File: src/aperture_delay_pkg.sv
// constants and types for the aperture delay register bank
package aperture_delay_pkg;
	localparam int unsigned ADDR_W = 12;
	localparam int unsigned REG_W  = 24;
	localparam logic [11:0] CAL_RESULT_ADDR = 12'h2B2;
	localparam logic [11:0] DELAY_ADJ_ADDR  = 12'h2B5;
	localparam logic [23:0] DELAY_ADJ_RESET = 24'h000000;
	localparam int unsigned DONE_BIT   = 17;
	localparam int unsigned INV_BIT    = 16;
	localparam int unsigned COARSE_LSB = 8;
	localparam int unsigned COARSE_W   = 8;
	localparam int unsigned FINE_W     = 8;
	// ramp: one step per this many clock cycles
	localparam int unsigned RAMP_PERIOD   = 384;
	localparam logic [7:0]  RAMP_STEP_SLOW = 8'h01;
	localparam logic [7:0]  RAMP_STEP_FAST = 8'h04;

	typedef struct packed {
		logic       invert;
		logic [7:0] coarse;
		logic [7:0] fine;
	} delay_s;
endpackage

File: src/aperture_delay_adjust_regs.sv
// register bank for calibration result and manual aperture delay
// Notes on behaviour
// - done flag at bit 17 set only while calibration enabled and finished
// - computed 17-bit delay shown in status bits 16:0, valid when done
// - computed value: bit 16 inversion, 15:8 coarse, 7:0 fine
// - delay register bit 16 set inverts the sampling clock
// - with calibration off, bits 15:8 give applied coarse step
// - with calibration off, bits 7:0 give applied fine step
// - fine field may change any time, applied directly, glitch free
// - calibration enable rising edge starts calibration sequence
// - calibration enabled means engine delay applied once done (last delay held until then), manual register ignored
// - ramp enable makes applied coarse step gradually toward written value
`timescale 1ns/1ps
module aperture_delay_adjust_regs #(
	parameter int unsigned RAMP_CYCLES = aperture_delay_pkg::RAMP_PERIOD
) (
	// clock and reset
	input  wire logic                                 core_clk,
	input  wire logic                                 rst,
	// serial register port, decoded word access
	input  wire logic                                 reg_wr,
	input  wire logic [aperture_delay_pkg::ADDR_W-1:0] reg_addr,
	input  wire logic [aperture_delay_pkg::REG_W-1:0]  reg_wdata,
	output logic      [aperture_delay_pkg::REG_W-1:0]  reg_rdata,
	// neighbouring control bits
	input  wire logic                                 sysref_cal_enable,
	input  wire logic                                 ramp_enable,
	input  wire logic                                 ramp_fast,
	// calibration engine
	output logic                                      cal_start,
	input  wire logic                                 cal_finished,
	input  wire aperture_delay_pkg::delay_s            cal_delay,
	// applied delay to the clock path
	output aperture_delay_pkg::delay_s                 applied_delay
);
	// refuse ramp periods the step counter cannot hold
	if (RAMP_CYCLES < 1 || RAMP_CYCLES > 65535) begin : g_bad_ramp
		$error("RAMP_CYCLES out of range");
	end

	// manual register value after reset
	localparam aperture_delay_pkg::delay_s MANUAL_RESET =
		aperture_delay_pkg::delay_s'(aperture_delay_pkg::DELAY_ADJ_RESET[aperture_delay_pkg::INV_BIT:0]);

	// host-written delay register
	aperture_delay_pkg::delay_s              manual_r;
	aperture_delay_pkg::delay_s              manual_nxt;

	// delay driven into the clock path
	aperture_delay_pkg::delay_s              applied_r;
	aperture_delay_pkg::delay_s              applied_nxt;

	// coarse value walking toward the register
	logic [aperture_delay_pkg::COARSE_W-1:0] ramp_coarse_r;
	logic [aperture_delay_pkg::COARSE_W-1:0] ramp_coarse_nxt;

	// cycles since the last ramp step
	logic [15:0]                             ramp_cnt_r;
	logic [15:0]                             ramp_cnt_nxt;

	// enable as seen one cycle ago
	logic                                    cal_en_d_r;

	// calibration finished since the last start
	logic                                    done_r;
	logic                                    done_nxt;

	// delay reported by the engine
	aperture_delay_pkg::delay_s              result_r;
	aperture_delay_pkg::delay_s              result_nxt;

	// address decode
	wire logic sel_result = (reg_addr == aperture_delay_pkg::CAL_RESULT_ADDR);
	wire logic sel_delay  = (reg_addr == aperture_delay_pkg::DELAY_ADJ_ADDR);
	wire logic wr_delay   = reg_wr && sel_delay;

	// ramp timing
	wire logic ramp_tick  = (ramp_cnt_r == 16'(RAMP_CYCLES - 1));
	wire logic ramp_hold  = ramp_tick || !ramp_enable;

	// ramp step size and distance to the target
	wire logic [7:0] step    = ramp_fast ? aperture_delay_pkg::RAMP_STEP_FAST : aperture_delay_pkg::RAMP_STEP_SLOW;
	wire logic [7:0] target  = manual_r.coarse;
	wire logic [7:0] diff_up = target - ramp_coarse_r;
	wire logic [7:0] diff_dn = ramp_coarse_r - target;
	wire logic       go_up   = ramp_tick && (target > ramp_coarse_r);
	wire logic       go_dn   = ramp_tick && (target < ramp_coarse_r);
	wire logic [7:0] up_val  = (diff_up > step) ? 8'(ramp_coarse_r + step) : target;
	wire logic [7:0] dn_val  = (diff_dn > step) ? 8'(ramp_coarse_r - step) : target;

	// calibration state seen by the applied delay
	wire logic cal_ready  = sysref_cal_enable && done_r;
	wire logic cal_busy   = sysref_cal_enable && !done_r;

	wire logic done_flag  = done_r && sysref_cal_enable;

	assign cal_start = sysref_cal_enable && !cal_en_d_r;

	always_comb begin
		manual_nxt = manual_r;
		if (wr_delay) begin
			manual_nxt = aperture_delay_pkg::delay_s'(reg_wdata[aperture_delay_pkg::INV_BIT:0]);
		end
	end

	// step counter restarts each tick
	always_comb begin
		ramp_cnt_nxt = ramp_cnt_r + 16'h0001;
		if (ramp_hold) begin
			ramp_cnt_nxt = '0;
		end
	end

	always_comb begin
		ramp_coarse_nxt = ramp_coarse_r;
		if (!ramp_enable) begin
			ramp_coarse_nxt = target;
		end else if (go_up) begin
			ramp_coarse_nxt = up_val;
		end else if (go_dn) begin
			ramp_coarse_nxt = dn_val;
		end
	end

	always_comb begin
		done_nxt   = done_r;
		result_nxt = result_r;
		if (!sysref_cal_enable || cal_start) begin
			done_nxt = 1'b0;
		end else if (cal_finished) begin
			done_nxt   = 1'b1;
			result_nxt = cal_delay;
		end
	end

	always_comb begin
		applied_nxt = applied_r;
		if (cal_ready) begin
			applied_nxt = result_r;
		end else if (cal_busy) begin
			// hold the last delay until a result arrives
			applied_nxt = applied_r;
		end else begin
			applied_nxt.invert = manual_r.invert;
			applied_nxt.coarse = ramp_coarse_r;
			applied_nxt.fine   = manual_r.fine;
		end
	end

	always_comb begin
		reg_rdata = '0;
		if (sel_result) begin
			reg_rdata[aperture_delay_pkg::DONE_BIT]  = done_flag;
			reg_rdata[aperture_delay_pkg::INV_BIT:0] = result_r;
		end else if (sel_delay) begin
			reg_rdata[aperture_delay_pkg::INV_BIT:0] = manual_r;
		end
	end

	always_ff @(posedge core_clk or posedge rst) begin
		if (rst) begin
			manual_r <= MANUAL_RESET;
		end else begin
			manual_r <= manual_nxt;
		end
	end

	always_ff @(posedge core_clk or posedge rst) begin
		if (rst) begin
			ramp_cnt_r <= '0;
		end else begin
			ramp_cnt_r <= ramp_cnt_nxt;
		end
	end

	always_ff @(posedge core_clk or posedge rst) begin
		if (rst) begin
			ramp_coarse_r <= '0;
		end else begin
			ramp_coarse_r <= ramp_coarse_nxt;
		end
	end

	always_ff @(posedge core_clk or posedge rst) begin
		if (rst) begin
			cal_en_d_r <= 1'b0;
		end else begin
			cal_en_d_r <= sysref_cal_enable;
		end
	end

	always_ff @(posedge core_clk or posedge rst) begin
		if (rst) begin
			done_r <= 1'b0;
		end else begin
			done_r <= done_nxt;
		end
	end

	always_ff @(posedge core_clk or posedge rst) begin
		if (rst) begin
			result_r <= '0;
		end else begin
			result_r <= result_nxt;
		end
	end

	always_ff @(posedge core_clk or posedge rst) begin
		if (rst) begin
			applied_r <= '0;
		end else begin
			applied_r <= applied_nxt;
		end
	end

	// data output straight from its flip-flops
	assign applied_delay = applied_r;
endmodule

File: config.mk
export PLATFORM = sky130hd
export DESIGN_NAME = aperture_delay_adjust_regs
export DESIGN_NICKNAME = d
export VERILOG_FILES = /design/src/aperture_delay_pkg.sv /design/src/aperture_delay_adjust_regs.sv
export SDC_FILE = /design/constraint.sdc
export NUM_CORES = 1
export LEC_CHECK = 0
export BUFFER_PORTS_ARGS = -buffer_cell sky130_fd_sc_hd__buf_2
export CORE_MARGIN = 4
export CORE_UTILIZATION = 30
export DETAILED_ROUTE_END_ITERATION = 10
export PLACE_DENSITY = 0.49
export SLEW_MARGIN = 25
export SYNTH_ARGS = -nofsm -noshare
export SYNTH_HDL_FRONTEND = slang
export SYNTH_SLANG_ARGS = --single-unit
File: constraint.sdc
create_clock -name core_clk -period 4.25 [get_ports core_clk]
set_input_delay 0.85 -clock core_clk [delete_from_list [all_inputs] [get_ports core_clk]]
set_output_delay 0.85 -clock core_clk [all_outputs]
set_load 0.05 [all_outputs]
==> run_results.csv <==
group,metric,value,unit
outcome,outcome,"complete, no violations",
critical_path,required,4.48,ns
timing,drv_slew,0,
route,totalWireLength,13100,µm
timing,setup_tns,0,ns
clock_tree,clkTransAtPathRegs,0.06,ns
timing,whs,0.492,ns
final_layout,antenna_cells,0,
final_layout,regArea,0.00193,mm²
clock_tree,clk_latency,0.34,ns
critical_path,path_cells,"inv_1 -> ha_1 -> fa_1 -> xnor2_1 -> ha_1 -> nand2_1 -> a21boi_0 -> o22ai_1 -> nor4b_2 -> a31oi_4 -> a221oi_1 -> a31oi_1 -> a31o_1",
critical_path,r2r_cells,13,
place,hpwl,9560,µm
route,dr.pass1.iters,4,
clock_tree,cts.sinks,77,
global_route,antenna_found_initial,1,
critical_path,slowest_stage,"nor4b_2",
final_layout,fin_cells,796,
critical_path,timing.critical_path.to_type,"flip-flop",
critical_path,worst_ep_arrival_time,3.73,ns
critical_path,critPathKind,"reg2reg",
critical_path,rrSetupSlack,0.75,ns
place,io_buffers,88,
final_layout,nFillCells,1640,
clock_tree,h-tree-depth,3,
logic_synthesis,synth-seq-cells,77,
hold_path,min_to,"ramp_cnt_r[0]",
die,dieHeight,136,µm
power,p_comb_frac,0.161,
clock_tree,cts_root_buf,"clkbuf_16",
critical_path,cp-start-kind,"flip-flop",
final_layout,finalNetCount,662,
final_layout,multiInputGateArea,0.00277,mm²
timing,setup_viol,0,
hold_path,hold_path.class,"reg2reg",
die,io_pins,102,
final_layout,drive_gt1_frac,0.264,
critical_path,timing.rr.start,"target[0]",
global_route,grt_pass1_vias,4216,
logic_synthesis,avgSynthCellArea,9.94,µm²
logic_synthesis,synth_cell_types,69,
final_layout,mostFrequentLayoutCells,"88 x buf_2, 77 x dfrtp_1, 51 x nor2_1",
timing,slew_headroom,0.394,
route,drt_iter0_markers,251,
global_route,grt_pass1_wl,21500,µm
route,wl_per_cell,16.4,µm
flow_run,cap_violations,0,
global_route,overflow,0,
logic_synthesis,synth_enable_flop_cells,0,
clock_tree,cts_tree,"done",
die,dieWidth,136,µm
route,drc,0,
clock_tree,cts_buffers,9,
logic_synthesis,ys_warn_count,0,
timing,hold_viol_final,0,
place,place_congestion,0.891,
critical_path,crit_top_cell,"ha_1",
route,routed_via_density,5.03,
power,swShare,0.280,
hold_path,worstHoldPathCells,1,
route,ant_nets,0,
final_layout,layout_commonest_cell,"buf_2",
logic_synthesis,synth_top_area_cell,"dfrtp_1",
die,die_area,0.0184,mm²
critical_path,crit_fanout,9,
logic_synthesis,synthArstFlopShare,1.00,
power,powerDensity,326,mW/mm²
die,start_util,0.307,
power,pwr-share-clk,0.404,
logic_synthesis,synth_top_area_frac,0.393,
global_route,grt.total_usage,0.147,
die,coreArea,0.0159,mm²
critical_path,slowest_delay,0.47,ns
logic_synthesis,synth.cell_area,0.00490,mm²
timing,fin_crit,3.50,ns
timing,rsz0062_at_grt,"no",
timing,worst_pin_slew,0.906,ns
power,p_sw,0.000531,W
logic_synthesis,seq_area_frac_synth,0.393,
final_layout,area_growth,19.0,%
power,p_seq_frac,0.435,
hold_path,min_from,"ramp_cnt_r[0]",
timing,skew,0.00686,ns
place,dp_cells,780,
clock_tree,ctsLongestPathBuffers,2,
logic_synthesis,synth_ff_type,"dfrtp_1",
clock_tree,cts_setup_buffers,0,
power,ir_drop,0.199,mV
timing,clock.fmax,285,MHz
logic_synthesis,ys_top_cells_by_area,"dfrtp_1 39%, ha_1 6.4%, mux2_2 5.7%, mux2i_1 4.1%, nor2_1 3.9%",
route,vias,4001,
power,intPower,0.00137,W
timing,timing.final.crit_share,0.825,
clock_tree,cts_resized,0,
logic_synthesis,syn_inst,493,
clock_tree,hold_buffers,0,
critical_path,r2r-end,"ramp_coarse_r[5]",
die,placementRows,46,
global_route,grt_max_degree,49,
power,cellLeakagePower,2.68,nW
worst max-delay path: cells and delay by family (launching register included):
family                   cells  cell delay, ns
AND/OR/NAND/NOR              2            0.52
flip-flops                   1            0.43
buffers and inverters        1            0.07
adder cells (fa/ha/maj)      3            0.93
XOR/XNOR                     1            0.15
AO/OA/AOI/OAI                6            1.29
through the flow:
stage | worst slack, ns | utilization | total power [W] | instance area, µm²
after global routing | 0.458 | 0.366 | 0.00200 | 5830
after floorplan | 0.815 | - | 0.00106 | 4920
final | 0.745 | 0.366 | 0.00190 | 5830
after detailed placement | 0.748 | 0.347 | 0.00115 | 5540
after CTS | 0.727 | 0.366 | 0.00193 | 5830
after global placement | 0.626 | 0.347 | 0.00114 | 5530
kinds of logic after synthesis:
kind of cell,Yosys count,share of synthesized area
DFF,77,0.393
and+or+nand+nor,154,0.173
AOI/OAI and AO/OA,111,0.161
adders and majority gates,27,0.0720
buffers and inverters,51,0.0488
xor gates and xnor gates,17,0.0304
other,1,0.000766
muxes,55,0.121
synthesized netlist by cell type, types with 2 or more instances:
cell / n
ha_1: 25
o22ai_1: 3
dfrtp_1: 77
fa_1: 2
a31oi_1: 10
mux2_1: 10
a2bb2oi_1: 2
nor4_2: 2
and3_1: 6
buf_4: 7
a21o_1: 3
a22o_1: 17
o21ai_0: 7
o21ai_1: 3
xor2_1: 10
nor2_1: 51
o211ai_1: 2
a221oi_1: 4
a21oi_1: 34
nor3b_1: 2
buf_1: 2
buf_6: 2
clkbuf_1: 12
a31o_1: 2
inv_1: 23
o211a_1: 2
or3_1: 4
nor2b_1: 8
mux2i_1: 20
nand3_1: 13
o32ai_1: 5
nand4_1: 8
a211oi_1: 2
nor3_1: 6
nor4b_2: 2
nand2_1: 26
xnor2_1: 7
nand2b_1: 13
mux2_2: 25
buf_2: 5
state kept, by name, indices dropped and copies added, names as in the netlist:
name,flops
cal_en_d_r,1
ramp_coarse_r,8
result_r,17
target,8
ramp_cnt_r,16
done_r,1
manual_r,9
applied_delay,17
area by class of cell:
| class | instances | share of cell area |
|---|---|---|
| clock inverter | 4 | 0.00815 |
| timing repair buffer | 94 | 0.0833 |
| multi-input combinational | 370 | 0.474 |
| tap | 216 | 0.0464 |
| sequential | 77 | 0.330 |
| inverter | 23 | 0.0150 |
| clock buffer | 12 | 0.0423 |
how the worst max path moves through the flow:
stage                     slack (ns)  depth (start not counted)             start          endpoint
after global placement          0.63                         13  ramp_coarse_r[0]  ramp_coarse_r[7]
after CTS                       0.73                         13         target[0]  ramp_coarse_r[5]
after global routing            0.46                         13  ramp_coarse_r[0]  ramp_coarse_r[5]
after detailed placement        0.75                         13         target[0]  ramp_coarse_r[5]
final                           0.75                         13         target[0]  ramp_coarse_r[5]
after floorplan                 0.82                          5      reg_addr[10]     reg_rdata[10]
per-layer routing:
layer  vias to the layer above  track usage  wire length, µm  share of wire
met5                         -            0               13         0.0010
met4                         2       0.0420              180          0.014
met3                        15       0.0509              837          0.064
met2                        96        0.244             6170           0.47
met1                      1955        0.182             5850           0.45
li1                       1933            -                -              -
power by group through the flow:
stage / Sequential, W / Combinational [W] / Clock [W]
4_1_cts: 0.000826 / 0.000310 / 0.000792
5_1_grt: 0.000834 / 0.000339 / 0.000828
3_5_place_dp: 0.000838 / 0.000309 / 0
6_report: 0.000827 / 0.000307 / 0.000767
2_1_floorplan: 0.000875 / 0.000187 / 0
3_3_place_gp: 0.000836 / 0.000305 / 0
(Power assumes the default switching activity.)
